[config.mk]
export PLATFORM = sky130hd
export DESIGN_NAME = clbcs_bus_cycle
export DESIGN_NICKNAME = d
export VERILOG_FILES = /design/src/clbcs_pkg.sv /design/src/clbcs_bus_cycle.sv /design/src/clbcs_pin_sync.sv
export SDC_FILE = /design/constraint.sdc
export NUM_CORES = 1
export LEC_CHECK = 0
export ABC_AREA = 1
export BUFFER_PORTS_ARGS = -buffer_cell sky130_fd_sc_hd__buf_2
export CAP_MARGIN = 20
export CORE_MARGIN = 2
export CORE_UTILIZATION = 45
export DETAILED_ROUTE_END_ITERATION = 16
export HOLD_SLACK_MARGIN = 0.02
export PLACE_DENSITY = 0.67
export SLEW_MARGIN = 0
export SYNTH_ARGS = -nofsm -noshare
export SYNTH_HDL_FRONTEND = slang
export SYNTH_SLANG_ARGS = --single-unit
export TNS_END_PERCENT = 1
[constraint.sdc]
create_clock -name clock -period 1.1 [get_ports clock]
set_clock_uncertainty 0.05 [all_clocks]
set_input_delay 0.22 -clock clock [delete_from_list [all_inputs] [get_ports clock]]
set_output_delay 0.22 -clock clock [all_outputs]
set_load 0.01 [all_outputs]
[src/clbcs_pkg.sv]
package clbcs_pkg;

  // bus states, each but hold split into two clock halves so mid-state edges exist
  typedef enum logic [2:0] {
    ST_IDLE,
    ST_FIRST,
    ST_SECOND,
    ST_THIRD,
    ST_WAIT,
    ST_FOURTH,
    ST_HOLD
  } clbcs_tstate_e;

  // cycle codes, most significant bit first
  localparam logic [2:0] CODE_IRQ_ACK  = 3'h0;
  localparam logic [2:0] CODE_IO_RD    = 3'h1;
  localparam logic [2:0] CODE_IO_WR    = 3'h2;
  localparam logic [2:0] CODE_HALT     = 3'h3;
  localparam logic [2:0] CODE_FETCH    = 3'h4;
  localparam logic [2:0] CODE_MEM_RD   = 3'h5;
  localparam logic [2:0] CODE_MEM_WR   = 3'h6;
  localparam logic [2:0] CODE_PASSIVE  = 3'h7;

  // field positions inside a cycle code
  localparam int unsigned POS_MEM_IO   = 2;
  localparam int unsigned POS_DIR      = 1;

  // reset values
  localparam logic [2:0] RST_CODE      = CODE_PASSIVE;
  localparam logic       RST_XCVR_EN_N = 1'b1;
  localparam logic       RST_FLOAT     = 1'b0;

  // timing
  localparam int unsigned CLK_PERIOD_NS   = 100;
  localparam int unsigned HALVES_PER_TST  = 2;
  localparam int unsigned SYNC_STAGES     = 3;
  // strap synchroniser only agrees after four edges, so wait past that
  localparam logic [2:0]  STRAP_SETTLE    = 3'h5;

endpackage

[src/clbcs_bus_cycle.sv]
// What this block does
// - minimum mode: direction output high to transmit, low to receive
// - direction timed like memory/io select, equal to middle status bit
// - memory/io select valid from preceding fourth state to final fourth state
// - during hold acknowledge, direction and transceiver enable float high
// - transceiver enable low for memory, io and interrupt acknowledge cycles only
// - reads and interrupt acknowledge: enable from mid second to mid fourth state
// - writes: enable from start of second to mid fourth state
// - grant acknowledge rises mid fourth state or mid idle state
// - bus and control outputs float together with the grant acknowledge
// - request low drops the grant; bus driven again only for a new cycle
// - maximum mode: status active in preceding fourth, first and second states
// - status returns passive in third state, or wait state when ready high
// - status leaving passive starts a cycle, returning to passive ends it
// - status outputs float high during a grant sequence
// - codes 000 irq ack, 001 io read, 010 io write, 011 halt
`timescale 1ns/1ps
module clbcs_bus_cycle
  import clbcs_pkg::*;
(
  input  wire logic       clock,
  input  wire logic       rst_n,
  input  wire logic       holdReq,
  input  wire logic       readyIn,
  input  wire logic       minMaxSelect,
  input  wire logic       reqValid,
  input  wire logic [2:0] reqCode,
  output logic            reqReady,
  output logic            cycDone,
  output logic            busFloat,
  output logic            busGrantAck,
  output logic            memIoSelect,
  output logic            memIoOe,
  output logic            xmitRecvDir,
  output logic            xmitRecvOe,
  output logic            xcvrEnableN,
  output logic            xcvrEnableOe,
  output logic [2:0]      cycleStatus,
  output logic            cycleStatusOe
);

  typedef struct packed {
    clbcs_tstate_e tst;
    logic          half;
    logic          lead;
    logic [2:0]    code;
    logic [2:0]    status;
    logic          xcvrEnN;
    logic          float;
    logic          grant;
    logic          done;
    logic [2:0]    strapCnt;
    logic          strapDone;
    logic          modeMax;
  } clbcs_state_s;

  function automatic logic isXfer(input logic [2:0] code);
    isXfer = (code != CODE_HALT) && (code != CODE_PASSIVE);
  endfunction

  function automatic logic isWrite(input logic [2:0] code);
    isWrite = (code == CODE_IO_WR) || (code == CODE_MEM_WR);
  endfunction

  //////////////////////////////////////////////////////////////////////////////
  // reset release and pin synchronisers

  logic [1:0] rstPipe_ff;
  logic       rstSync_n;
  logic [2:0] pinSync;
  logic       holdSync;
  logic       readySync;
  logic       strapSync;

  always_ff @(posedge clock or negedge rst_n) begin
    if (!rst_n) begin
      rstPipe_ff <= 2'h0;
    end else begin
      rstPipe_ff <= {rstPipe_ff[0], 1'b1};
    end
  end

  assign rstSync_n = rstPipe_ff[1];

  // hold request synchronised here too, costing latency the requester must tolerate
  clbcs_pin_sync #(
    .WIDTH (SYNC_STAGES)
  ) u_pin_sync (
    .clock     (clock),
    .rstSync_n (rstSync_n),
    .pinIn     ({holdReq, readyIn, minMaxSelect}),
    .pinAgreed (pinSync)
  );

  assign holdSync  = pinSync[2];
  assign readySync = pinSync[1];
  assign strapSync = pinSync[0];

  //////////////////////////////////////////////////////////////////////////////
  // bus state sequencer

  clbcs_state_s state_ff;
  clbcs_state_s nxt_state;
  logic         canStart;

  // a new cycle may begin at the end of an idle state or mid final fourth state
  assign canStart = state_ff.strapDone && !holdSync
                 && (((state_ff.tst == ST_IDLE) && state_ff.half)
                  || ((state_ff.tst == ST_FOURTH) && !state_ff.half && !state_ff.lead));

  always_comb begin
    nxt_state      = state_ff;
    nxt_state.done = 1'b0;
    // strap is caught once after release so a stray glitch later cannot flip modes
    if (!state_ff.strapDone) begin
      nxt_state.strapCnt = state_ff.strapCnt + 3'h1;
      if (state_ff.strapCnt == STRAP_SETTLE) begin
        nxt_state.strapDone = 1'b1;
        nxt_state.modeMax   = !strapSync;
      end
    end
    unique case (state_ff.tst)
      ST_IDLE: begin
        if (!state_ff.half) begin
          if (holdSync) begin
            nxt_state.tst   = ST_HOLD;
            nxt_state.grant = 1'b1;
            nxt_state.float = 1'b1;
          end else begin
            nxt_state.half = 1'b1;
          end
        end else begin
          nxt_state.half = 1'b0;
          if (canStart && reqValid) begin
            nxt_state.tst    = ST_FOURTH;
            nxt_state.lead   = 1'b1;
            nxt_state.code   = reqCode;
            nxt_state.status = reqCode;
            nxt_state.float  = 1'b0;
          end
        end
      end
      ST_FOURTH: begin
        if (!state_ff.half) begin
          nxt_state.half = 1'b1;
          if (!state_ff.lead) begin
            nxt_state.xcvrEnN = 1'b1;
            nxt_state.done    = 1'b1;
            if (holdSync) begin
              nxt_state.tst   = ST_HOLD;
              nxt_state.half  = 1'b0;
              nxt_state.grant = 1'b1;
              nxt_state.float = 1'b1;
            end else if (reqValid) begin
              nxt_state.lead   = 1'b1;
              nxt_state.code   = reqCode;
              nxt_state.status = reqCode;
            end
          end
        end else begin
          nxt_state.half = 1'b0;
          if (state_ff.lead) begin
            nxt_state.tst  = ST_FIRST;
            nxt_state.lead = 1'b0;
          end else begin
            nxt_state.tst = ST_IDLE;
          end
        end
      end
      ST_FIRST: begin
        nxt_state.half = !state_ff.half;
        if (state_ff.half) begin
          nxt_state.tst = ST_SECOND;
          if (isWrite(state_ff.code)) begin
            nxt_state.xcvrEnN = 1'b0;
          end
        end
      end
      ST_SECOND: begin
        nxt_state.half = !state_ff.half;
        if (!state_ff.half) begin
          if (isXfer(state_ff.code)) begin
            nxt_state.xcvrEnN = 1'b0;
          end
        end else begin
          nxt_state.tst = ST_THIRD;
          if (readySync) begin
            nxt_state.status = CODE_PASSIVE;
          end
        end
      end
      ST_THIRD, ST_WAIT: begin
        nxt_state.half = !state_ff.half;
        if (readySync) begin
          nxt_state.status = CODE_PASSIVE;
        end
        if (state_ff.half) begin
          nxt_state.tst = readySync ? ST_FOURTH : ST_WAIT;
        end
      end
      ST_HOLD: begin
        if (!holdSync) begin
          nxt_state.tst   = ST_IDLE;
          nxt_state.half  = 1'b0;
          nxt_state.grant = 1'b0;
        end
      end
    endcase
  end

  always_ff @(posedge clock or negedge rstSync_n) begin
    if (!rstSync_n) begin
      state_ff           <= '0;
      state_ff.tst       <= ST_IDLE;
      state_ff.code      <= RST_CODE;
      state_ff.status    <= RST_CODE;
      state_ff.xcvrEnN   <= RST_XCVR_EN_N;
      state_ff.float     <= RST_FLOAT;
    end else begin
      state_ff <= nxt_state;
    end
  end

  //////////////////////////////////////////////////////////////////////////////
  // pin drive; a floated pin resolves high outside

  logic minDrive;
  logic maxDrive;

  assign minDrive      = state_ff.strapDone && !state_ff.modeMax && !state_ff.float;
  assign maxDrive      = state_ff.strapDone && state_ff.modeMax && !state_ff.float;
  assign reqReady      = canStart;
  assign cycDone       = state_ff.done;
  assign busFloat      = state_ff.float;
  assign busGrantAck   = state_ff.grant;
  assign memIoSelect   = state_ff.code[POS_MEM_IO];
  assign memIoOe       = minDrive;
  assign xmitRecvDir   = state_ff.code[POS_DIR];
  assign xmitRecvOe    = minDrive;
  assign xcvrEnableN   = state_ff.xcvrEnN;
  assign xcvrEnableOe  = minDrive;
  assign cycleStatus   = state_ff.status;
  assign cycleStatusOe = maxDrive;
endmodule

[src/clbcs_pin_sync.sv]
`timescale 1ns/1ps
module clbcs_pin_sync
  import clbcs_pkg::*;
#(
  parameter int unsigned WIDTH = 3
) (
  input  wire logic             clock,
  input  wire logic             rstSync_n,
  input  wire logic [WIDTH-1:0] pinIn,
  output logic      [WIDTH-1:0] pinAgreed
);

  typedef struct packed {
    logic [WIDTH-1:0] stage1;
    logic [WIDTH-1:0] stage2;
    logic [WIDTH-1:0] stage3;
    logic [WIDTH-1:0] agreed;
  } clbcs_sync_s;

  clbcs_sync_s state_ff;
  clbcs_sync_s nxt_state;

  // stage1 feeds stage2 only; a bit moves once stage2 and stage3 agree
  always_comb begin
    nxt_state        = state_ff;
    nxt_state.stage1 = pinIn;
    nxt_state.stage2 = state_ff.stage1;
    nxt_state.stage3 = state_ff.stage2;
    nxt_state.agreed = (state_ff.stage2 & state_ff.stage3)
                     | (state_ff.agreed & (state_ff.stage2 | state_ff.stage3));
  end

  always_ff @(posedge clock or negedge rstSync_n) begin
    if (!rstSync_n) begin
      state_ff <= '0;
    end else begin
      state_ff <= nxt_state;
    end
  end

  assign pinAgreed = state_ff.agreed;

endmodule

Word-level counts from Yosys, hierarchy flattened. Index checks and enable logic that the tools add are counted.

Add/sub/neg operators: 1. Multipliers: 0. Div/mod/pow operators: 0. $lt $le $gt $ge: 0. Equal/unequal tests: 29. Shift-type cells: 0. Muxes and demuxes: 38. Bitwise operators: 5. Reductions and logical operators: 33.

Operators with widths (count): $mux W7 (4); $ne A2 B2 Y1 const B (13); $pmux W4 S6 (1); $mux W3 (7); $reduce_and A8 Y1 (2); $eq A3 B3 Y1 const B (5); $mux W15 (1); $reduce_and A7 Y1 (2); $mux W1 (12); $mux W4 (3); $ne A3 B2 Y1 const B (4); $pmux W3 S4 (1); $logic_and A1 B1 Y1 (11); $mux W10 (1); $eq A3 B2 Y1 const B (3); $pmux W4 S2 (1); $and A3 B3 Y3 (2); $logic_not A1 Y1 (6); $mux W2 (3); $ne A3 B3 Y1 const B (2); $or A3 B3 Y3 (2); $pmux W1 S3 (2); $reduce_bool A3 Y1 (2); $mux W5 (1); other kinds (14) (15).

Register bits: 34. Latch bits: 0. Bits in writable memories: 0. ROM bits: 0. Bits of input ports: 9. Output and inout bits: 14. Logic and storage cells: 123. Memories kept: 0.

Logic depth before layout (Yosys ltp).
Depth in word-level cells: 9. Mapped depth: 10.

By module. From an unflattened synthesis, not the netlist that was laid out.

Cell total of the unflattened synthesis: 222. Area total of the unflattened synthesis: 1871.8 um^2.

By module, submodules not included: clbcs_bus_cycle (instances 1, cells an instance 195, area each 1500.2 um^2, sequential area each 559.3 um^2); clbcs_pin_sync (instances 1, cells an instance 27, area each 371.6 um^2, sequential area each 300.3 um^2).

Least setup slack after synthesis. Ideal clock, no wire load.

Path type: register -> output. Start: reg state_ff[1] in the netlist's numbering. End: out xcvrEnableOe. Arrival time: 1.088 ns. Path slack: -0.258 ns. Cell stages (with the launch flop): 4. Cells stage by stage: dfrtp_1 > inv_1 > nor3_1 > buf_4.

Cells in the longest elaborated chain, start to end: 2.

Ends and longest elaborated chain: start, declared (RTL line clbcs_bus_cycle.sv:102) `clbcs_state_s state_ff;`; start signal, assigned (RTL line clbcs_bus_cycle.sv:220) `state_ff <= nxt_state;`; $logic_and A1 B1 Y1 (2 in series) (RTL line clbcs_bus_cycle.sv:230) `assign minDrive = state_ff.strapDone && !state_ff.modeMax && !state_ff.float;`; end, declared (RTL line clbcs_bus_cycle.sv:37) `output logic xcvrEnableOe,`.

No other way between the ends.

Final worst setup path.
Start: reg state_ff[17] in the netlist's numbering. End: out reqReady.

Cells in the longest elaborated chain, start to end: 5.

Ends and longest elaborated chain: $eq A3 B3 Y1 (RTL line clbcs_bus_cycle.sv:109) `|| ((state_ff.tst == ST_FOURTH) && !state_ff.half && !state_ff.lead));`; $logic_and A1 B1 Y1 (2 in series) (RTL line clbcs_bus_cycle.sv:109); $logic_or A1 B1 Y1 (*) (RTL line clbcs_bus_cycle.sv:109); $logic_and A1 B1 Y1 (*) (RTL line clbcs_bus_cycle.sv:108) `&& (((state_ff.tst == ST_IDLE) && state_ff.half)`; end, declared (RTL line clbcs_bus_cycle.sv:28) `output logic reqReady,`.

Every way passes the cells marked *; elsewhere a longest branch is shown, timed or not.

==> metrics.md <==
| Metric | Value |
|---|---|
| Pwr/cell area | 2910 nW/um^2 |
| Fillers | 307 |
| Crit path max fanout | 3 |
| Final critical-path required period | 1.60 ns |
| Initial DRC Count | 86 |
| # rows | 23 |
| Syn_area_per_cell | 9.01 um^2 |
| Most frequent cells in the layout | 46 x nand2_1, 33 x buf_4, 25 x dfrtp_1, 15 x buf_2, 14 x nand3_1 |
| Syn. warnings | 0 |
| Final Instance Count excl. Fillers | 324 |
| I/O pin count | 23 |
| Pre-antenna DRT Iters | 4 |
| CP required | 0.83 ns |
| Met2 Usage GRT | 0.302 |
| Placed cell count | 305 |
| Register Area | 862 um^2 |
| Root Buffer | clkbuf_8 |
| Crit-path slowest cell | dfrtp_1 |
| Setup TNS | -7.98 ns |
| Total CTS buffers | 5 |
| Per-cell routed wire length | 12.8 um |
| Final Setup Violations | 27 |
| Worst vdd ir | 1.51 mV |
| Layout cells sized above 1 | 0.485 |
| Initial Util | 0.471 |
| Total chip power | 7.58 mW |
| DRC violations left | 0 |
| Clock latency on the worst-skew pair | 0.28 ns |
| DP HPWL | 2.94 mm |
| CP cell instances | buf_12 -> nor2_8 -> nand3_4 -> a21boi_2 -> buf_2 |
| Post-route ant nets | 0 |
| Sequential share of the synthesized area | 0.456 |
| Antenna Cells | 0 |
| Met3 Use GR | 0.0325 |
| Synthesized cell area | 1880 um^2 |
| Status | finished, violations left |
| Async SR Flop Fraction | 1.00 |
| Post-synth EDFFs | 0 |
| Pleak | 1.28 nW |
| GP Congestion | 0.918 |
| Die H | 68.7 um |
| Total Routed Length | 4.16 mm |
| #FFs+latches synth | 34 |
| Commonest non-fill, non-tap cell in the layout | nand2_1 |
| NumNets Final | 284 |
| Max Cap Viol | 0 |
| First-pass GRT wire length | 6.81 mm |
| CP Class | flip-flop to output port |
| RSZ-0062 raised after global routing | yes |
| Gr ovfl total | 0 |
| Fin. max-slew vios | 0 |
| Die Wd | 68.7 um |
| H-Tree Depth | 2 |
| CTS tree | yes |
| Final hold violations | 0 |
| Vias per cell | 4.90 |
| Synthesized Nets | 220 |
| Synth-to-Final Area Change | 38.4% |
| IO buf count | 22 |
| Full die area | 4720 um^2 |
| Worst Setup Slack, final | -0.504 ns |
| Maximum clock rate | 624 MHz |
| CTS clk-pin slew, worst paths | 0.07 ns |
| Clk sinks | 34 |
| Crit path capture type | output port |
| Top FF cell, synth | dfrtp_1 |
| WP data arrival | 1.33 ns |
| Hold Crit Class | input port to flip-flop |
| Final period utilization | 1.46 |
| Initial antenna violation count | 0 |
| Core ar. | 4000 um^2 |
| Final Core Density | 0.652 |
| Largest net degree at the start of global routing | 22 |
| Distinct cell type count after synthesis | 36 |
| R2R setup slack | -0.46 ns |
| Overall Global Routing Usage | 0.196 |
| DP Area | 2260 um^2 |
| Post-Syn Instances | 209 |
| CP Launch Type | flip-flop |
| Via count | 1586 |
| Met1 usage | 0.271 |
| Busiest grt layer | met2 |
| Multi-input logic area | 943 um^2 |
| Violations in the final reports | negative setup slack |
| Worst path max stage delay | 0.40 ns |
| Cell area after layout | 2610 um^2 |
| Clock Path Buffers | 2 |
| Vias in the first global route | 1558 |
per-layer routing:
| metal | vias to the layer above | wire length [um] |
|---|---|---|
| met1 | 737 | 1850 |
| met3 | 10 | 181 |
| li1 | 796 | - |
| met5 | - | 0 |
| met2 | 43 | 2050 |
| met4 | 0 | 72 |
path summary, 6_finish.rpt:
kind | cells past startpoint | startpoint | end
max | 5 | state_ff[17]$_DFFE_PN0P_ | reqReady
min | 3 | reqCode[1] | xmitRecvDir$_DFFE_PN1P_
max reg2reg | 9 | state_ff[17]$_DFFE_PN0P_ | state_ff[17]$_DFFE_PN0P_
min reg2reg | 1 | rstPipe_ff[1]$_DFF_PN0_ | u_pin_sync.state_ff[4]$_DFF_PN0_
max in group asynchronous | 1 | rstPipe_ff[1]$_DFF_PN0_ | state_ff[16]$_DFFE_PN0P_
min in group asynchronous | 1 | rstPipe_ff[1]$_DFF_PN0_ | u_pin_sync.state_ff[4]$_DFF_PN0_
per-stage QoR:
step	setup slack (ns)	hold WS, ns
CTS	-0.499	0.113
floorplan	-0.200	-0.126
finish	-0.504	0.118
global placement	-0.337	-0.0447
global route	-0.571	0.134
detailed placement	-0.345	-0.0415
critical path, delay by kind of cell (launching register included):
| kind | cells | cell delay, ns |
|---|---|---|
| AND/OR/NAND/NOR | 2 | 0.21 |
| buffers and inverters | 2 | 0.29 |
| flip-flops | 1 | 0.40 |
| AO/OA/AOI/OAI | 1 | 0.15 |
layout make-up:
cell class | count | area share
multi-input combinational | 143 | 0.362
timing repair buffer | 67 | 0.214
sequential | 34 | 0.331
clock buffer | 6 | 0.0278
tap | 50 | 0.0240
clock inverter | 2 | 0.00576
inverter | 22 | 0.0355
synth_stat cells (all sizes together), types with 2 or more instances:
cell type | n | area share
a21boi | 3 | 0.012
a21oi | 5 | 0.015
buf | 10 | 0.048
dfrtp | 27 | 0.36
dfstp | 7 | 0.098
ha | 2 | 0.013
inv | 22 | 0.048
maj3 | 3 | 0.016
nand2 | 61 | 0.14
nand3 | 26 | 0.10
nor2 | 18 | 0.060
o211ai | 3 | 0.012
o21ai | 13 | 0.041
state kept, by name, indices dropped and copies added (netlist names):
register and flops:
cycDone 1, rstPipe_ff 2, u_pin_sync.pinAgreed 3, memIoSelect 1, xmitRecvDir 1, cycleStatus 3, busGrantAck 1, u_pin_sync.nxt_state 6
u_pin_sync.state_ff 3, xcvrEnableN 1, state_ff 11, busFloat 1
report_power, final:
group	switching [mW]	total (mW)	internal [mW]
Clock	0.461	0.907	0.446
Sequential	0.278	1.95	1.67
Combinational	2.58	4.73	2.15
timing repair:
item	in CTS	in global routing
hold buffers	4	0
pin swaps	5	5
gates resized for setup	25	15
setup endpoints to repair	29	31
setup buffers	6	1
endpoints found under the hold margin	5	0
kinds of logic (layout without fill, tap and decap cells):
logic type      after synthesis  count (layout)  synth area share
compound gates               27              27            0.0983
xor+xnor                      2               2           0.00930
fa+ha+maj                     5               5            0.0292
buf+inv                      32              97            0.0957
flops                        34              34             0.456
other cells                   1               1           0.00199
simple gates                108             108             0.309
No activity file was read; power rests on OpenSTA's default activity.
